File: src/logic/epdhcd_defines.vh
/*
  constants of the host command decoder: command codes, argument values,
  status byte layout, picture states, power modes and reset values.
  assumes inclusion by bare name from every design file of the block.
*/
// Function
// init with argument 0x00 rewrites only the image memories to all white.
// init with argument 0x01 drives panel and memories to all white.
// after an init with argument zero completes, refresh the shown picture.
// restore picture 0xA5, normal mode only, redisplays previous image, memories kept.
// get status 0xAA returns one status byte, normal or sleep mode.
// status bit0 sleep, bit3 auto refresh, bit4 two-bit depth, bits7-5 reserved.
// status bits 2:1 give none, loaded, displayed or load aborted.
// host issues a display after each partial load before the next one.
// partial load takes eight coordinate bytes, top-left first, then pixel data.
// host keeps partial coordinates on a four-pixel grid.
// partial load ends on full data count or on stop loading.
// display partial 0xB1 behaves exactly as display picture.
// display picture 0xA2, normal mode only, updates the panel.
// version 0xE0 returns one version byte, normal or sleep mode.
// display size 0xE2 returns 0x22 in normal or sleep mode.
// soft reset 0xEE resets the device completely, normal or sleep.
// soft reset acts when the strobe returns high; others act at acknowledge.
// host waits 20 microseconds after soft reset before the next command.
// sleep 0xF1 stops the fast clock; normal 0xF0 only valid in sleep.
// standby 0xF2 halts everything, host port included, until wake-up.
// host sends nothing after standby and waits 600 microseconds before wake-up.
// set depth 0xF3 argument 0x00 one bit, 0x02 two bits, others reserved.
// orientation 0xF5 argument 0 to 3, affects later loads, default 90 degrees.
// positive picture 0xF7 selects un-reversed gradation, also the reset state.
// commands not valid in the present power mode are ignored.
`ifndef EPDHCD_DEFINES_VH
`define EPDHCD_DEFINES_VH

// ==========================================
// command codes
`define EPDHCD_CMD_STOP 8'hA1
`define EPDHCD_CMD_DISP 8'hA2
`define EPDHCD_CMD_INIT 8'hA4
`define EPDHCD_CMD_RESTORE 8'hA5
`define EPDHCD_CMD_STATUS 8'hAA
`define EPDHCD_CMD_PLOAD 8'hB0
`define EPDHCD_CMD_PDISP 8'hB1
`define EPDHCD_CMD_VERSION 8'hE0
`define EPDHCD_CMD_SIZE 8'hE2
`define EPDHCD_CMD_RESET 8'hEE
`define EPDHCD_CMD_NORMAL 8'hF0
`define EPDHCD_CMD_SLEEP 8'hF1
`define EPDHCD_CMD_STANDBY 8'hF2
`define EPDHCD_CMD_DEPTH 8'hF3
`define EPDHCD_CMD_ORIENT 8'hF5
`define EPDHCD_CMD_POS 8'hF7
`define EPDHCD_CMD_NEG 8'hF8

// ==========================================
// argument values and fixed answers
`define EPDHCD_INIT_KNOWN 8'h00
`define EPDHCD_INIT_UNKNOWN 8'h01
`define EPDHCD_DEPTH_1BIT 8'h00
`define EPDHCD_DEPTH_2BIT 8'h02
`define EPDHCD_ORIENT_MAX 8'h03
`define EPDHCD_SIZE_CODE 8'h22
`define EPDHCD_COORD_BYTES 3'h7

// ==========================================
// status byte fields and picture states
`define EPDHCD_ST_MODE 0
`define EPDHCD_ST_PIC_LO 1
`define EPDHCD_ST_PIC_HI 2
`define EPDHCD_ST_AREF 3
`define EPDHCD_ST_DEPTH 4
`define EPDHCD_PIC_NONE 2'h0
`define EPDHCD_PIC_LOADED 2'h1
`define EPDHCD_PIC_SHOWN 2'h2
`define EPDHCD_PIC_ABORT 2'h3

// ==========================================
// power modes and reset values
`define EPDHCD_MODE_NORMAL 2'h0
`define EPDHCD_MODE_SLEEP 2'h1
`define EPDHCD_MODE_STANDBY 2'h2
`define EPDHCD_ORIENT_RST 2'h1

`endif

File: src/logic/epdhcd_coord.v
/*
  partial-area corner store: takes the eight coordinate bytes and works out
  how many pixel data bytes the area needs at the present depth.
  assumes corners give an inclusive rectangle with x2 >= x1 and y2 >= y1.
*/
`include "epdhcd_defines.vh"

module epdhcd_coord (
  input wire ref_clk,
  input wire rst,
  input wire wr,
  input wire [2:0] idx,
  input wire [7:0] wdata,
  input wire depth2,
  output reg [15:0] x1_r,
  output reg [15:0] y1_r,
  output reg [15:0] x2_r,
  output reg [15:0] y2_r,
  output wire [16:0] byte_total
);

  // area bytes: one bit per pixel packs 8 pixels a byte, two bits pack 4
  function [16:0] area_bytes;
    input [15:0] a1;
    input [15:0] b1;
    input [15:0] a2;
    input [15:0] b2;
    input two;
    reg [31:0] px;
    begin
      px = ({16'h0000, a2} - {16'h0000, a1} + 32'h0000_0001) *
           ({16'h0000, b2} - {16'h0000, b1} + 32'h0000_0001);
      area_bytes = two ? px[18:2] : px[19:3];
    end
  endfunction

  assign byte_total = area_bytes(x1_r, y1_r, x2_r, y2_r, depth2);

  // ==========================================
  // high byte of each value first; x then y, top-left corner before bottom-right
  always @(posedge ref_clk)
  begin
    if (rst)
    begin
      x1_r <= 16'h0000;
      y1_r <= 16'h0000;
      x2_r <= 16'h0000;
      y2_r <= 16'h0000;
    end
    else if (wr)
    begin
      case (idx)
        3'h0: x1_r[15:8] <= wdata;
        3'h1: x1_r[7:0] <= wdata;
        3'h2: y1_r[15:8] <= wdata;
        3'h3: y1_r[7:0] <= wdata;
        3'h4: x2_r[15:8] <= wdata;
        3'h5: x2_r[7:0] <= wdata;
        3'h6: y2_r[15:8] <= wdata;
        3'h7: y2_r[7:0] <= wdata;
        default: x1_r <= x1_r;
      endcase
    end
  end

endmodule

File: src/logic/epdhcd_fifo.v
/*
  pixel byte fifo between the host port and the image memory writer.
  assumes one clock and a synchronous active-high reset.
*/
`include "epdhcd_defines.vh"

module epdhcd_fifo #(
  parameter WIDTH = 8,
  parameter DEPTH = 16,
  parameter AW = 4
) (
  input wire ref_clk,
  input wire rst,
  input wire [WIDTH-1:0] in_data,
  input wire in_valid,
  output wire in_ready,
  output wire [WIDTH-1:0] out_data,
  output wire out_valid,
  input wire out_ready
);

  reg [WIDTH-1:0] mem_r [0:DEPTH-1];
  reg [AW-1:0] wp_r;
  reg [AW-1:0] rp_r;
  reg [AW:0] cnt_r;
  wire push;
  wire pop;

  assign in_ready = (cnt_r != DEPTH[AW:0]);
  assign out_valid = (cnt_r != {(AW+1){1'b0}});
  assign out_data = mem_r[rp_r];
  assign push = in_valid & in_ready;
  assign pop = out_valid & out_ready;

  // ==========================================
  // storage has no reset: only words below the count are ever read
  always @(posedge ref_clk)
  begin
    if (push)
      mem_r[wp_r] <= in_data;
  end

  always @(posedge ref_clk)
  begin
    if (rst)
    begin
      wp_r <= {AW{1'b0}};
      rp_r <= {AW{1'b0}};
      cnt_r <= {(AW+1){1'b0}};
    end
    else
    begin
      if (push)
        wp_r <= wp_r + 1'b1;
      if (pop)
        rp_r <= rp_r + 1'b1;
      if (push & ~pop)
        cnt_r <= cnt_r + 1'b1;
      else if (pop & ~push)
        cnt_r <= cnt_r - 1'b1;
    end
  end

endmodule

File: src/logic/epdhcd_top.v
/*
  host command decoder of the display controller: byte-wide host port,
  command and argument decode, return bytes, power modes, partial load
  with a pixel fifo towards the image memory writer.
  assumes host port inputs synchronous to ref_clk and that the panel
  sequencer answers the action pulses; one host byte per strobe cycle.
*/
`include "epdhcd_defines.vh"

module epdhcd_top #(
  parameter [7:0] VERSION_CODE = 8'h01, // arbitrary value
  parameter FIFO_DEPTH = 16,
  parameter FIFO_AW = 4
) (
  input wire ref_clk,
  input wire srst,
  input wire host_data_strobe_n,
  input wire host_rw,
  input wire host_cd,
  input wire [7:0] host_data_in,
  output reg [7:0] host_data_out,
  output wire host_data_oe_n,
  output wire host_ack,
  input wire wake_req,
  input wire auto_refresh_on,
  input wire init_done,
  output wire [7:0] pix_data,
  output wire pix_valid,
  input wire pix_ready,
  output wire [15:0] area_x1,
  output wire [15:0] area_y1,
  output wire [15:0] area_x2,
  output wire [15:0] area_y2,
  output wire partial_busy,
  output reg init_mem_white,
  output reg init_panel_white,
  output reg refresh_req,
  output reg restore_req,
  output reg display_req,
  output reg soft_reset_pulse,
  output wire depth_2bit,
  output wire [1:0] orientation,
  output wire gradation_neg,
  output wire fast_clk_run,
  output wire standby_halt
);

  // ==========================================
  // decoder states
  localparam [2:0] ST_IDLE = 3'h0;
  localparam [2:0] ST_ARG = 3'h1;
  localparam [2:0] ST_COORD = 3'h2;
  localparam [2:0] ST_PDATA = 3'h3;

  reg [2:0] state_r;
  reg [2:0] state_nxt;
  reg [7:0] arg_cmd_r;
  reg [1:0] mode_r;
  reg [1:0] pic_r;
  reg depth2_r;
  reg [1:0] orient_r;
  reg neg_r;
  reg ack_r;
  reg rst_pend_r;
  reg soft_rst_r;
  reg ref_pend_r;
  reg [2:0] cidx_r;
  reg [16:0] remain_r;
  reg [7:0] ret_r;
  wire rst;
  wire strobe_on;
  wire new_cycle;
  wire wr_take;
  wire rd_take;
  wire is_cmd;
  wire is_data;
  wire [7:0] status_byte;
  wire [16:0] byte_total;
  wire fifo_in_ready;
  wire fifo_push;

  // soft reset drives the same synchronous reset as srst
  assign rst = srst | soft_rst_r;

  // ==========================================
  // command validity per power mode
  function cmd_ok;
    input [7:0] cmd;
    input [1:0] mode;
    begin
      case (cmd)
        `EPDHCD_CMD_STATUS,
        `EPDHCD_CMD_VERSION,
        `EPDHCD_CMD_SIZE,
        `EPDHCD_CMD_RESET,
        `EPDHCD_CMD_SLEEP,
        `EPDHCD_CMD_STANDBY:
          cmd_ok = (mode == `EPDHCD_MODE_NORMAL) | (mode == `EPDHCD_MODE_SLEEP);
        `EPDHCD_CMD_NORMAL:
          cmd_ok = (mode == `EPDHCD_MODE_SLEEP);
        default:
          cmd_ok = (mode == `EPDHCD_MODE_NORMAL);
      endcase
    end
  endfunction

  // ==========================================
  // host port handshake: one acknowledge per strobe cycle
  // standby ignores the port entirely, the host is not answered
  assign strobe_on = ~host_data_strobe_n;
  assign new_cycle = strobe_on & ~ack_r & (mode_r != `EPDHCD_MODE_STANDBY);
  // pixel bytes wait for fifo room, which stalls the acknowledge
  assign wr_take = new_cycle & ~host_rw & ~(is_data & (state_r == ST_PDATA) & ~fifo_in_ready);
  assign rd_take = new_cycle & host_rw;
  assign is_cmd = host_cd;
  assign is_data = ~host_cd;
  assign host_ack = ack_r;
  assign host_data_oe_n = ~(ack_r & host_rw & strobe_on);
  assign fifo_push = wr_take & is_data & (state_r == ST_PDATA);

  assign status_byte = {3'h0, depth2_r, auto_refresh_on, pic_r,
                        (mode_r == `EPDHCD_MODE_SLEEP)};

  always @(posedge ref_clk)
  begin
    if (rst)
    begin
      ack_r <= 1'b0;
      rst_pend_r <= 1'b0;
      soft_rst_r <= 1'b0;
      host_data_out <= 8'h00;
    end
    else
    begin
      soft_rst_r <= 1'b0;
      if (wr_take | rd_take)
        ack_r <= 1'b1;
      else if (host_data_strobe_n)
        ack_r <= 1'b0;
      if (rd_take)
        host_data_out <= ret_r;
      // reset waits for the strobe to rise so the acknowledge is seen whole
      if (wr_take & is_cmd & (host_data_in == `EPDHCD_CMD_RESET) & cmd_ok(host_data_in, mode_r))
        rst_pend_r <= 1'b1;
      else if (rst_pend_r & host_data_strobe_n)
      begin
        rst_pend_r <= 1'b0;
        soft_rst_r <= 1'b1;
      end
    end
  end

  // ==========================================
  // decoder: commands take effect at the acknowledge
  always @*
  begin
    state_nxt = state_r;
    if (wr_take)
    begin
      case (state_r)
        ST_IDLE:
          if (is_cmd & cmd_ok(host_data_in, mode_r))
          begin
            if ((host_data_in == `EPDHCD_CMD_INIT) | (host_data_in == `EPDHCD_CMD_DEPTH) |
                (host_data_in == `EPDHCD_CMD_ORIENT))
              state_nxt = ST_ARG;
            else if (host_data_in == `EPDHCD_CMD_PLOAD)
              state_nxt = ST_COORD;
          end
        ST_ARG:
          state_nxt = ST_IDLE;
        ST_COORD:
          if (is_cmd & (host_data_in == `EPDHCD_CMD_STOP))
            state_nxt = ST_IDLE;
          else if (is_data & (cidx_r == `EPDHCD_COORD_BYTES))
            state_nxt = ST_PDATA;
        ST_PDATA:
          if (is_cmd & (host_data_in == `EPDHCD_CMD_STOP))
            state_nxt = ST_IDLE;
          else if (is_data & (remain_r == 17'h0_0001))
            state_nxt = ST_IDLE;
        default:
          state_nxt = ST_IDLE;
      endcase
    end
  end

  always @(posedge ref_clk)
  begin
    if (rst)
    begin
      state_r <= ST_IDLE;
      arg_cmd_r <= 8'h00;
      mode_r <= `EPDHCD_MODE_NORMAL;
      pic_r <= `EPDHCD_PIC_NONE;
      depth2_r <= 1'b0;
      orient_r <= `EPDHCD_ORIENT_RST;
      neg_r <= 1'b0;
      cidx_r <= 3'h0;
      remain_r <= 17'h0_0000;
      ret_r <= 8'h00;
      ref_pend_r <= 1'b0;
      init_mem_white <= 1'b0;
      init_panel_white <= 1'b0;
      refresh_req <= 1'b0;
      restore_req <= 1'b0;
      display_req <= 1'b0;
      soft_reset_pulse <= 1'b0;
    end
    else
    begin
      state_r <= state_nxt;
      init_mem_white <= 1'b0;
      init_panel_white <= 1'b0;
      refresh_req <= 1'b0;
      restore_req <= 1'b0;
      display_req <= 1'b0;
      soft_reset_pulse <= rst_pend_r & host_data_strobe_n;
      if (mode_r == `EPDHCD_MODE_STANDBY)
      begin
        if (wake_req)
          mode_r <= `EPDHCD_MODE_NORMAL;
      end
      // refresh follows the memory-only init once the sequencer finishes it
      if (ref_pend_r & init_done)
      begin
        ref_pend_r <= 1'b0;
        refresh_req <= 1'b1;
      end
      if (wr_take)
      begin
        case (state_r)
          ST_IDLE:
            if (is_cmd & cmd_ok(host_data_in, mode_r))
            begin
              arg_cmd_r <= host_data_in;
              cidx_r <= 3'h0;
              case (host_data_in)
                `EPDHCD_CMD_DISP,
                `EPDHCD_CMD_PDISP:
                begin
                  display_req <= 1'b1;
                  pic_r <= `EPDHCD_PIC_SHOWN;
                end
                `EPDHCD_CMD_RESTORE:
                begin
                  restore_req <= 1'b1;
                  pic_r <= `EPDHCD_PIC_SHOWN;
                end
                `EPDHCD_CMD_STATUS: ret_r <= status_byte;
                `EPDHCD_CMD_VERSION: ret_r <= VERSION_CODE;
                `EPDHCD_CMD_SIZE: ret_r <= `EPDHCD_SIZE_CODE;
                `EPDHCD_CMD_NORMAL: mode_r <= `EPDHCD_MODE_NORMAL;
                `EPDHCD_CMD_SLEEP: mode_r <= `EPDHCD_MODE_SLEEP;
                `EPDHCD_CMD_STANDBY: mode_r <= `EPDHCD_MODE_STANDBY;
                `EPDHCD_CMD_POS: neg_r <= 1'b0;
                `EPDHCD_CMD_NEG: neg_r <= 1'b1;
                default: ret_r <= ret_r;
              endcase
            end
          ST_ARG:
            if (is_data)
            begin
              case (arg_cmd_r)
                `EPDHCD_CMD_INIT:
                  if (host_data_in == `EPDHCD_INIT_KNOWN)
                  begin
                    init_mem_white <= 1'b1;
                    ref_pend_r <= 1'b1;
                    pic_r <= `EPDHCD_PIC_SHOWN;
                  end
                  else if (host_data_in == `EPDHCD_INIT_UNKNOWN)
                  begin
                    init_panel_white <= 1'b1;
                    pic_r <= `EPDHCD_PIC_SHOWN;
                  end
                `EPDHCD_CMD_DEPTH:
                  // reserved depth codes leave the setting alone
                  if (host_data_in == `EPDHCD_DEPTH_1BIT)
                    depth2_r <= 1'b0;
                  else if (host_data_in == `EPDHCD_DEPTH_2BIT)
                    depth2_r <= 1'b1;
                `EPDHCD_CMD_ORIENT:
                  if (host_data_in <= `EPDHCD_ORIENT_MAX)
                    orient_r <= host_data_in[1:0];
                default:
                  arg_cmd_r <= arg_cmd_r;
              endcase
            end
          ST_COORD:
            if (is_data)
            begin
              cidx_r <= cidx_r + 3'h1;
              if (cidx_r == `EPDHCD_COORD_BYTES)
                remain_r <= byte_total_next(byte_total, host_data_in, depth2_r);
            end
            else if (host_data_in == `EPDHCD_CMD_STOP)
              pic_r <= `EPDHCD_PIC_ABORT;
          ST_PDATA:
            if (is_data)
            begin
              remain_r <= remain_r - 17'h0_0001;
              if (remain_r == 17'h0_0001)
                pic_r <= `EPDHCD_PIC_LOADED;
            end
            else if (host_data_in == `EPDHCD_CMD_STOP)
              pic_r <= `EPDHCD_PIC_ABORT;
          default:
            state_r <= ST_IDLE;
        endcase
      end
    end
  end

  // the last coordinate byte lands in the store this same edge, so the count
  // is taken from the store's output with that byte patched in
  function [16:0] byte_total_next;
    input [16:0] cur;
    input [7:0] last;
    input two;
    reg [31:0] px;
    begin
      px = ({16'h0000, area_x2} - {16'h0000, area_x1} + 32'h0000_0001) *
           ({16'h0000, area_y2[15:8], last} - {16'h0000, area_y1} + 32'h0000_0001);
      byte_total_next = (cur == 17'h0_0000) ? 17'h0_0000 : (two ? px[18:2] : px[19:3]);
      if (byte_total_next == 17'h0_0000)
        byte_total_next = two ? px[18:2] : px[19:3];
    end
  endfunction

  // ==========================================
  // coordinate store and pixel fifo
  epdhcd_coord u_coord (
    .ref_clk(ref_clk),
    .rst(rst),
    .wr(wr_take & is_data & (state_r == ST_COORD)),
    .idx(cidx_r),
    .wdata(host_data_in),
    .depth2(depth2_r),
    .x1_r(area_x1),
    .y1_r(area_y1),
    .x2_r(area_x2),
    .y2_r(area_y2),
    .byte_total(byte_total)
  );

  epdhcd_fifo #(
    .WIDTH(8),
    .DEPTH(FIFO_DEPTH),
    .AW(FIFO_AW)
  ) u_fifo (
    .ref_clk(ref_clk),
    .rst(rst),
    .in_data(host_data_in),
    .in_valid(fifo_push),
    .in_ready(fifo_in_ready),
    .out_data(pix_data),
    .out_valid(pix_valid),
    .out_ready(pix_ready)
  );

  assign partial_busy = (state_r == ST_COORD) | (state_r == ST_PDATA);
  assign depth_2bit = depth2_r;
  assign orientation = orient_r;
  assign gradation_neg = neg_r;
  assign fast_clk_run = (mode_r == `EPDHCD_MODE_NORMAL);
  assign standby_halt = (mode_r == `EPDHCD_MODE_STANDBY);

endmodule

File: config.mk
export PLATFORM = sky130hd
export DESIGN_NAME = epdhcd_top
export DESIGN_NICKNAME = d
export VERILOG_FILES = /design/src/logic/epdhcd_coord.v /design/src/logic/epdhcd_fifo.v /design/src/logic/epdhcd_top.v
export VERILOG_INCLUDE_DIRS = /design/src /design/src/logic
export SDC_FILE = /design/constraint.sdc
export NUM_CORES = 1
export LEC_CHECK = 0
export ABC_AREA = 1
export BUFFER_PORTS_ARGS = -buffer_cell sky130_fd_sc_hd__buf_2
export CAP_MARGIN = 20
export CELL_PAD_IN_SITES_DETAIL_PLACEMENT = 0
export CELL_PAD_IN_SITES_GLOBAL_PLACEMENT = 1
export CORE_UTILIZATION = 47
export DETAILED_ROUTE_END_ITERATION = 8
export PLACE_DENSITY_LB_ADDON = 0.1
export SLEW_MARGIN = 20
export SYNTH_ARGS = -nofsm -noshare
export SYNTH_HDL_FRONTEND = slang
export SYNTH_HIERARCHICAL = 1
export SYNTH_SLANG_ARGS = --single-unit
File: constraint.sdc
create_clock -name ref_clk -period 10.2 [get_ports ref_clk]
set_input_delay 2.04 -clock ref_clk [delete_from_list [all_inputs] [get_ports ref_clk]]
set_output_delay 2.04 -clock ref_clk [all_outputs]
set_load 0.01 [all_outputs]
==> metrics.md, run 1 <==
| Metric | Value |
|---|---|
| Outcome | `finished clean` |
| R2r startpoint | `u_coord/x2_r[0]$_SDFFE_PP0P_` |
| Via density | `~5.1` |
| Total GRT Usage | `25.5%` |
| DR vias | `roughly 19000` |
| Largest net degree at the start of global routing | `75` |
| Dpl ws | `slightly above 0.2 ns` |
| Setup total negative slack | `0 ns` |
| CP max stage delay | `between 0.5 and 0.6 ns` |
| WP data required | `between 10 and 15 ns` |
| Most common cell after layout, fill and taps aside | `nand2_1` |
| Max clock buf depth | `3` |
| Setup Skew | `0.0259 ns` |
| Fin crit share | `92.0%` |
| Number of antenna violations at the first check in global routing | `0` |
| Post_cts resized | `0` |
| Filler cells | `~4500` |
| Hold_buf cts | `0` |
| Hold Path End | `host_data_out[5]$_SDFFE_PP0P_` |
| Actual slew at the worst max-slew pin | `slightly above 0.9 ns` |
| Mapped cell area | `21600 sq um` |
| Hold Crit Depth | `2` |
| Arrival time worst endpoint | `between 9 and 10 ns` |
| Setup Crit Path Kind | `in2reg` |
| Tightest Hold Check Type | `reg2reg` |
| Hold path startpoint | `host_data_out[5]$_SDFFE_PP0P_` |
| R2r setup slk | `between 1.5 and 2 ns` |
| Antenna-violating nets left | `0` |
| DR pass1 iterations | `7` |
| Kind of end point of the critical path | `flop` |
| Die area | `between 40000 and 50000 sq um` |
| Crit Path Max Fanout | `9` |
| GPL Wtd Cong | `about 0.90` |
| Layout cells sized above 1 | `8.85%` |
| Min cycle time layout | `~9.4 ns` |
| Synth Instances | `2928` |
| Avg Cell Area, Syn | `around 7.4 sq um` |
| Core area | `around 45000 sq um` |
| Clk Latency, worst-skew pair | `0.58 ns` |
| Pwr Density | `between 100 and 150 nW/um^2` |
| TritonCTS clock tree | `yes` |
| HPWL after DPL | `about 45 mm` |
| Antenna Cells | `0` |
| Iteration-0 DRC Markers | `approximately 1300` |
| Syn. warnings | `6` |
| Nets | `between 3000 and 4000` |
| Max capacitance violation total | `0` |
| Final Max Slew Viols | `0` |
| Port buffer count | `110` |
| Final routed DRC violation total | `0` |
| Area Growth Syn to Fin | `10.0%` |
| GRT overflow | `0` |
| FF-to-FF path depth | `42` |
| Slew HR | `38.8%` |
| Post-DR wirelength/cell | `16.0 um` |
| Chip width | `about 220 um` |
| Final hold slack | `roughly 0.44 ns` |
| First-pass GRT wire length | `roughly 96 mm` |
| Post-CTS Setup Bufs | `0` |
| Post-layout util | `52.3%` |
| Layout Cells excl Fill | `around 3600` |
| Most frequent cells in the layout | `nand2_1 (706), inv_1 (607), nor2_1 (318)` |
| Sink Count | `270` |
| Clock-pin slew on the worst setup and hold paths | `0.06 ns` |
| Final hold viol count | `0` |
| Final WL | `58.2 mm` |
| Setup violators final | `0` |
| Cell total after placement | `3584` |
| CP Launch Type | `input pin` |
| R2r endpoint | `remain_r[16]$_SDFFE_PP0P_` |
| Number of global-route vias before repair | `18400` |
| LEAKAGE | `11.4 nW` |
| Crit-path slowest cell | `fa_1` |
| Row count | `78` |
| Die Ht | `~220 um` |
| CTS Root Buffer Type | `clkbuf_16` |
| Unrepaired setup endpoints after global routing | `false` |
| Max Fclk | `107 MHz` |
| Ports | `113` |
| Final WS setup | `roughly 0.8 ns` |
| Crit-path most repeated cell | `inv_1` |
| Starting Density | `between 40% and 50%` |
| Max VDD drop | `between 0.0001 and 0.00015 V` |
| CTS Buf Count | `30` |
| H-tree depth reported by CTS | `1` |
worst max path at each step:
stage | startpoint | end | depth (start not counted)
finish | host_data_in[0] | remain_r[16]$_SDFFE_PP0P_ | 45
global route | host_data_in[0] | remain_r[16]$_SDFFE_PP0P_ | 45
CTS | host_data_in[0] | remain_r[16]$_SDFFE_PP0P_ | 45
detailed placement | host_data_in[0] | remain_r[16]$_SDFFE_PP0P_ | 45
global placement | host_data_in[0] | remain_r[16]$_SDFFE_PP0P_ | 45
floorplan | host_data_in[0] | remain_r[16]$_SDFFE_PP0P_ | 41
layout make-up:
| cell class | instances | area [sq um] | area share, % |
|---|---|---|---|
| inverters | 627 | 2360 | 9.92 |
| repair buffers | 134 | 731 | 3.08 |
| flip-flops and latches | 270 | 6690 | 28.2 |
| multi-input cells | 1953 | 12200 | 51.2 |
| clock buffers | 48 | 893 | 3.76 |
| clock inverters | 8 | 171 | 0.722 |
| well taps | 600 | 751 | 3.16 |
critical path: cells and delay by family:
kind / cells / cell delay [ns]
buffers and inverters: 12 / 1.10
adder cells (fa/ha/maj): 10 / 3.56
AO/OA/AOI/OAI: 9 / 1.25
XOR/XNOR: 1 / 0.16
AND/OR/NAND/NOR: 13 / 1.69
per-stage QoR:
stage                     cell area [sq um]  total power [mW]
final                                 23800              2.79
after global routing                  23800              2.92
after CTS                             23800              2.82
after detailed placement              22700              1.67
after global placement                22700              1.66
after floorplan                       21600              1.52
routing by layer:
metal / global-route usage (%) / wire length, um / vias up / share of wire, %
li1: - / - / 9306 / -
met1: 33.7 / 25500 / 8740 / 44
met2: 44.5 / 28100 / 479 / 48
met3: 2.76 / 3250 / 75 / 5.6
met4: 6.67 / 1330 / 0 / 2.3
met5: 0 / 0 / - / 0
state kept, by name, indices dropped and copies added, names as in the netlist, 3 cells and up, named ones only:
name           flops
u_coord/x2_r      16
u_coord/y2_r      16
u_fifo/cnt_r       5
u_fifo/rp_r        4
ret_r              6
remain_r          17
u_fifo/wp_r        4
arg_cmd_r          8
u_fifo/mem_r     128
host_data_out      6
u_coord/y1_r      16
state_r            3
u_coord/x1_r      16
cidx_r             3
power breakdown:
| part | internal (mW) | leakage [nW] | switching, mW | total, mW |
|---|---|---|---|---|
| combinational | 0.142 | 8.61 | 0.339 | 0.481 |
| sequential | 1.15 | 2.30 | 0.0146 | 1.16 |
| clock | 0.705 | 0.526 | 0.443 | 1.15 |
Power figures use the tool's default switching activity.
==> inputs of run 2 (changes only) <==
Settings changed: MAX_ROUTING_LAYER set to met4.
==> run 2 against run 1 <==
  * Core utilization grew 0.15 points
  * Critical endpoint unchanged
  * Die area unchanged
  * Sequential cell count unchanged
  * Hold slack got worse by 0.0044 ns
  * Largest power group unchanged
  * Global-route usage grew 0.90 points
  * Total power increased by 0.85%
  * Highest routed layer unchanged
  * Maximum frequency shrank 1.0%
  * Clock-buffer cell count decreased by 10
  * Via count increased by 0.46%
  * Register-to-register slack lost 0.16 ns
==> metrics.md, run 2 (synthesized netlist as in run 1, its figures left out) <==
| Metric | Value |
|---|---|
| GRT overflow | `0 (unchanged)` |
| Number of global-route vias before repair | `18300 (-0.44%)` |
| Pwr Density | `118 nW/um^2 (+0.56%)` |
| Core area | `45400 sq um (unchanged)` |
| Port buffer count | `110 (unchanged)` |
| Row count | `78 (unchanged)` |
| Internal power | `1.99 mW (-0.17%)` |
| Clk Latency, worst-skew pair | `0.59 ns (about the same)` |
| Area of the multi-input gates | `12200 sq um (unchanged)` |
| Clock share of power | `41.1% (about the same)` |
| Die area | `46800 sq um (unchanged)` |
| TritonCTS clock tree | `yes` |
| Fin crit share | `93.0% (+0.95 points)` |
| Starting Density | `47.6% (unchanged)` |
| WP data required | `10.62 ns (-0.02 ns)` |
| Min cycle time layout | `9.48 ns (+0.0967 ns)` |
| Antenna-violating nets left | `0 (unchanged)` |
| Post-CTS Setup Bufs | `0 (unchanged)` |
| Placed inst area | `22800 sq um (+0.28%)` |
| Setup Skew | `0.0177 ns (-0.00822 ns)` |
| Final WL | `58.9 mm (+1.2%)` |
| Register Area | `6690 sq um (unchanged)` |
| HPWL after DPL | `45.0 mm (+1.1%)` |
| Crit Path Max Fanout | `9 (unchanged)` |
| LEAKAGE | `11.5 nW (+0.26%)` |
| Final routed DRC violation total | `0 (unchanged)` |
| Kind of end point of the critical path | `flop` |
| R2r endpoint | `remain_r[16]$_SDFFE_PP0P_` |
| DR pass1 iterations | `6 (-1)` |
| Power share of the sequential group | `41.3% (-0.4 points)` |
| Clock-pin slew on the worst setup and hold paths | `0.06 ns (about the same)` |
| Die Ht | `216 um (unchanged)` |
| CTS Buf Count | `31 (+3.3%)` |
| Setup violators final | `0 (unchanged)` |
| Setup total negative slack | `0 ns (unchanged)` |
| Final Max Slew Viols | `0 (unchanged)` |
| Crit-path slowest cell | `fa_1` |
| Ports | `113 (unchanged)` |
| Post-DR wirelength/cell | `16.2 um (+1.0%)` |
| Total GRT Usage | `26.4% (+0.90 points)` |
| Post_cts resized | `0 (unchanged)` |
| Most common cell after layout, fill and taps aside | `nand2_1` |
| CP Launch Type | `input pin` |
| Logic pwr share | `17.6% (+0.4 points)` |
| Setup Crit Path Kind | `in2reg` |
| Worst setup path end | `remain_r[16]$_SDFFE_PP0P_` |
| Switching pwr | `0.824 mW (+3.4%)` |
| Max clock buf depth | `3 (unchanged)` |
| Via density | `5.13 (+0.30%)` |
| Hold path startpoint | `host_data_out[0]$_SDFFE_PP0P_` |
| Max Fclk | `105 MHz (-1.0%)` |
| R2r startpoint | `u_coord/x2_r[0]$_SDFFE_PP0P_` |
| Iteration-0 DRC Markers | `1182 (-11%)` |
| Number of antenna violations at the first check in global routing | `1 (+1)` |
| Filler cells | `4496 (-0.18%)` |
| Tightest Hold Check Type | `reg2reg` |
| Largest net degree at the start of global routing | `85 (+13%)` |
| Unrepaired setup endpoints after global routing | `false` |
| Slew HR | `31.1% (-7.8 points)` |
| Actual slew at the worst max-slew pin | `1.03 ns (+0.120 ns)` |
| Hold_buf cts | `0 (unchanged)` |
| Most frequent cells in the layout | `nand2_1 (706), inv_1 (607), nor2_1 (318)` |
| Max capacitance violation total | `0 (unchanged)` |
| Register with the most flip-flops | `u_fifo/mem_r` |
| Post-layout util | `52.5% (+0.15 points)` |
| Layout cells sized above 1 | `9.00% (+0.15 points)` |
| H-tree depth reported by CTS | `1 (unchanged)` |
| Final hold slack | `0.438 ns (-0.00437 ns)` |
| FF-to-FF path depth | `42 (unchanged)` |
| Max VDD drop | `0.000133 V (+7.1%)` |
| Outcome | `finished clean` |
| Area Growth Syn to Fin | `10.3%` |
| Crit-path most repeated cell | `inv_1` |
| Sink Count | `270 (unchanged)` |
| First-pass GRT wire length | `95.9 mm (+0.35%)` |
| Crit path launch | `host_data_in[0]` |
| Post-route cell area | `23800 sq um (+0.29%)` |
| Chip width | `216 um (unchanged)` |
| GPL Wtd Cong | `0.915 (+1.2%)` |
| Net Sw Frac | `29.2% (+0.72 points)` |
| Largest regs | `u_fifo/mem_r (128), remain_r (17)` |
| R2r setup slk | `1.66 ns (-0.16 ns)` |
| Final hold viol count | `0 (unchanged)` |
| CTS Root Buffer Type | `clkbuf_16` |
| Arrival time worst endpoint | `9.91 ns (+0.08 ns)` |
| Flip-flop count of the largest register after layout | `128 (unchanged)` |
| CP max stage delay | `0.53 ns (about the same)` |
| DR vias | `18700 (+0.46%)` |
| Nets | `3297 (+0.12%)` |
[run 2: changes by cell type in the layout (fill, tap and decap cells not counted), sizes merged]
cell      before  now
clkbuf        48   38
clkinv        11   20
buf          134  137
clkinvlp       0    2
diode          0    1
inv          620  621
[run 2: per-stage QoR]
stage | cells | total power, mW | worst slack (ns)
finish | 3646 | 2.82 | 0.715
global route | 3646 | 2.94 | 0.0786
CTS | 3645 | 2.84 | 0.721
detailed placement | 3587 | 1.68 | 0.125
global placement | 3585 | 1.66 | 0.197
floorplan | 2929 | 1.52 | 1.11
[run 2: metal layers]
layer / global-route usage (%) / wire length (um) / up-vias
met5: - / 0 / -
met4: 6.08 / 1160 / 0
met3: 2.18 / 2520 / 70
met2: 45.4 / 28800 / 411
met1: 33.8 / 26500 / 8891
li1: - / - / 9314
[run 2: how the worst min path moves through the flow]
stage	endpoint	cells past startpoint
2_1_floorplan	refresh_req$_SDFF_PP0_	2
3_5_place_dp	refresh_req$_SDFF_PP0_	2
4_1_cts	host_data_out[0]$_SDFFE_PP0P_	2
3_3_place_gp	refresh_req$_SDFF_PP0_	2
6_report	host_data_out[0]$_SDFFE_PP0P_	2
5_1_grt	refresh_req$_SDFF_PP0_	2
[run 2: power groups by stage]
stage	clock network (mW)	registers, mW	logic [mW]
global route	1.23	1.16	0.552
floorplan	0	1.18	0.340
detailed placement	0	1.19	0.492
global placement	0	1.19	0.475
CTS	1.18	1.16	0.494
finish	1.16	1.16	0.495
[run 2: cell type report]
class	instances	area share (%)
diodes	1	0.0105
clock buffers	38	3.54
clock inverters	20	0.945
inverters	627	9.89
multi-input cells	1953	51.1
flip-flops and latches	270	28.1
well taps	600	3.15
repair buffers	137	3.33
[run 2: worst max-delay path, delay by kind of cell]
kind                       cells  cell delay (ns)
AOI/OAI and AO/OA              9             1.29
xor gates and xnor gates       1             0.16
adders and majority gates     10             3.57
buffers and inverters         12             1.16
and+or+nand+nor               13             1.71
==> inputs of run 3 (changes only) <==
Settings changed: BUFFER_PORTS_ARGS -buffer_cell sky130_fd_sc_hd__buf_2 to unset, CORE_UTILIZATION 47 to 49, DONT_BUFFER_PORTS set to 1.
==> run 3 against run 2 <==
  * Worst setup slack gained 0.40 ns
  * Via count down 2.0%
  * Register-to-register slack got worse by 0.28 ns
  * Wire length is 0.77% lower
  * Largest cell class unchanged
  * Non-clock buffer count down 120
  * Critical path depth down 2
  * First-iteration DRC count is 8.1% higher
  * Hold slack worse by 0.00073 ns
  * Sequential cell count unchanged
  * Largest power group unchanged
  * Core utilization is 0.71 points higher
==> metrics.md, run 3 (synthesized netlist as in run 1, its figures left out) <==
| Metric | Value |
|---|---|
| Most common cell after layout, fill and taps aside | `nand2_1` |
| Top Family by Delay on Critical Path | `adder cells` |
| TritonCTS clock tree | `yes` |
| Slew HR | `30.0% (-1.1 points)` |
| Final routed DRC violation total | `0 (unchanged)` |
| Final hold viol count | `0 (unchanged)` |
| Die area | `44900 sq um (-4.0%)` |
| Nets | `3176 (-3.7%)` |
| Power share of the sequential group | `44.0% (+2.7 points)` |
| CP Launch Type | `input pin` |
| Actual slew at the worst max-slew pin | `1.05 ns (+0.0122 ns)` |
| Antenna-violating nets left | `0 (unchanged)` |
| Hold_buf cts | `0 (unchanged)` |
| Crit-path slowest cell | `fa_1` |
| Final WL | `58.5 mm (-0.77%)` |
| Layout Cells excl Fill | `3508 (-3.8%)` |
| Clock-pin slew on the worst setup and hold paths | `0.06 ns (about the same)` |
| Antenna Cells | `0 (-1)` |
| Largest net degree at the start of global routing | `80 (-5.9%)` |
| Setup Skew | `0.0218 ns (+0.00405 ns)` |
| Pwr Density | `115 nW/um^2 (-2.9%)` |
| Fin crit share | `89.0% (-4.0 points)` |
| Post_cts resized | `0 (unchanged)` |
| DR pass1 iterations | `5 (-1)` |
| Chip width | `212 um (-2.0%)` |
| CP max stage delay | `0.52 ns (about the same)` |
| Core area | `43300 sq um (-4.7%)` |
| First-pass GRT wire length | `94.2 mm (-1.8%)` |
| LEAKAGE | `10.8 nW (-5.9%)` |
| Area Growth Syn to Fin | `6.60%` |
| Port buffer count | `0 (-100%)` |
| Register with the most flip-flops | `u_fifo/mem_r` |
| GPL Wtd Cong | `0.916 (+0.17%)` |
| WP data required | `10.64 ns (+0.02 ns)` |
| Crit-path most repeated cell | `inv_1` |
| Cell total after placement | `3452 (-3.8%)` |
| Worst Path Buf+Inv | `11 (-1)` |
| Unrepaired setup endpoints after global routing | `false` |
| Max capacitance violation total | `0 (unchanged)` |
| HPWL after DPL | `44.2 mm (-1.8%)` |
| H-tree depth reported by CTS | `1 (unchanged)` |
| Kind of end point of the critical path | `flop` |
| Switching pwr | `0.769 mW (-6.6%)` |
| Post-DR wirelength/cell | `16.7 um (+3.1%)` |
| Layout cells sized above 1 | `5.06% (-3.9 points)` |
| Total GRT Usage | `27.6% (+1.1 points)` |
| Setup violators final | `0 (unchanged)` |
| Largest regs | `u_fifo/mem_r (128), remain_r (17)` |
| Starting Density | `49.9% (+2.3 points)` |
| Max VDD drop | `0.000140 V (+5.5%)` |
| CTS Root Buffer Type | `clkbuf_16` |
| Internal power | `1.87 mW (-5.9%)` |
| Sink Count | `270 (unchanged)` |
| Most frequent cells in the layout | `nand2_1 (706), inv_1 (607), nor2_1 (318)` |
| Min cycle time layout | `9.08 ns (-0.404 ns)` |
| Iteration-0 DRC Markers | `1278 (+8.1%)` |
| Clock share of power | `39.4% (-1.7 points)` |
| Clk Latency, worst-skew pair | `0.58 ns (about the same)` |
| Net Sw Frac | `29.1% (-0.15 points)` |
| Placed inst area | `22100 sq um (-3.0%)` |
| Max Fclk | `110 MHz (+4.5%)` |
| Setup total negative slack | `0 ns (unchanged)` |
| CTS Buf Count | `30 (-3.2%)` |
| Tightest Hold Check Type | `reg2reg` |
| Post-route cell area | `23000 sq um (-3.4%)` |
| Row count | `76 (-2.6%)` |
| GRT overflow | `0 (unchanged)` |
| Arrival time worst endpoint | `9.52 ns (-0.39 ns)` |
| Crit Path Max Fanout | `29 (+20)` |
| Max clock buf depth | `3 (unchanged)` |
| Setup Crit Path Kind | `in2reg` |
| Final Max Slew Viols | `0 (unchanged)` |
| Flip-flop count of the largest register after layout | `128 (unchanged)` |
| DR vias | `18300 (-2.0%)` |
| Number of global-route vias before repair | `17800 (-2.4%)` |
| Outcome | `finished clean` |
| Number of antenna violations at the first check in global routing | `0 (-1)` |
| Via density | `5.22 (+1.8%)` |
| Logic pwr share | `16.6% (-1.0 points)` |
| Die Ht | `212 um (-2.0%)` |
| Post-CTS Setup Bufs | `0 (unchanged)` |
| Ports | `113 (unchanged)` |
[run 3: area by class of cell]
| cell class | instances | area, sq um |
|---|---|---|
| timing repair buffer | 17 | 128 |
| clock inverter | 11 | 114 |
| tap | 585 | 732 |
| clock buffer | 45 | 840 |
| inverter | 627 | 2360 |
| multi-input combinational | 1953 | 12200 |
| fill | 4226 | 20200 |
| sequential | 270 | 6690 |
[run 3: final timing paths]
path | cells after the start | slack, ns | end | startpoint
setup reg to reg | 40 | 1.38 | remain_r[16]$_SDFFE_PP0P_ | u_coord/x2_r[0]$_SDFFE_PP0P_
setup / recovery | 43 | 1.12 | remain_r[16]$_SDFFE_PP0P_ | host_data_in[0]
hold / removal | 2 | 0.44 | refresh_req$_SDFF_PP0_ | ref_pend_r$_SDFF_PP0_
hold reg to reg | 2 | 0.44 | refresh_req$_SDFF_PP0_ | ref_pend_r$_SDFF_PP0_
[run 3: metrics by stage]
step                      hold WS, ns  setup WS (ns)  utilization (%)  total power, mW
after floorplan                 0.415           1.11                -             1.52
after global placement          0.428          0.717             51.0             1.62
after detailed placement        0.431          0.591             51.0             1.62
after CTS                       0.440           1.16             53.2             2.66
after global routing            0.471          0.479             53.2             2.76
final                           0.438           1.12             53.2             2.64
[run 3: metal layers]
metal	global-route usage [%]	wire length, um	vias to the layer above
li1	-	-	9074
met1	34.3	25400	8734
met2	47.6	28700	422
met3	3.22	3020	78
met4	6.67	1280	0
met5	-	0	-
[run 3: power groups by stage]
stage / clock network (mW) / registers [mW] / logic (mW)
2_1_floorplan: 0 / 1.18 / 0.340
3_3_place_gp: 0 / 1.19 / 0.432
3_5_place_dp: 0 / 1.19 / 0.438
4_1_cts: 1.06 / 1.16 / 0.441
5_1_grt: 1.10 / 1.16 / 0.496
6_report: 1.04 / 1.16 / 0.438
[run 3: tightest hold or removal path, stage by stage (launching register included)]
cell,delay [ns]
dfxtp_1,0.31
nand2_1,0.05
nor2_1,0.03
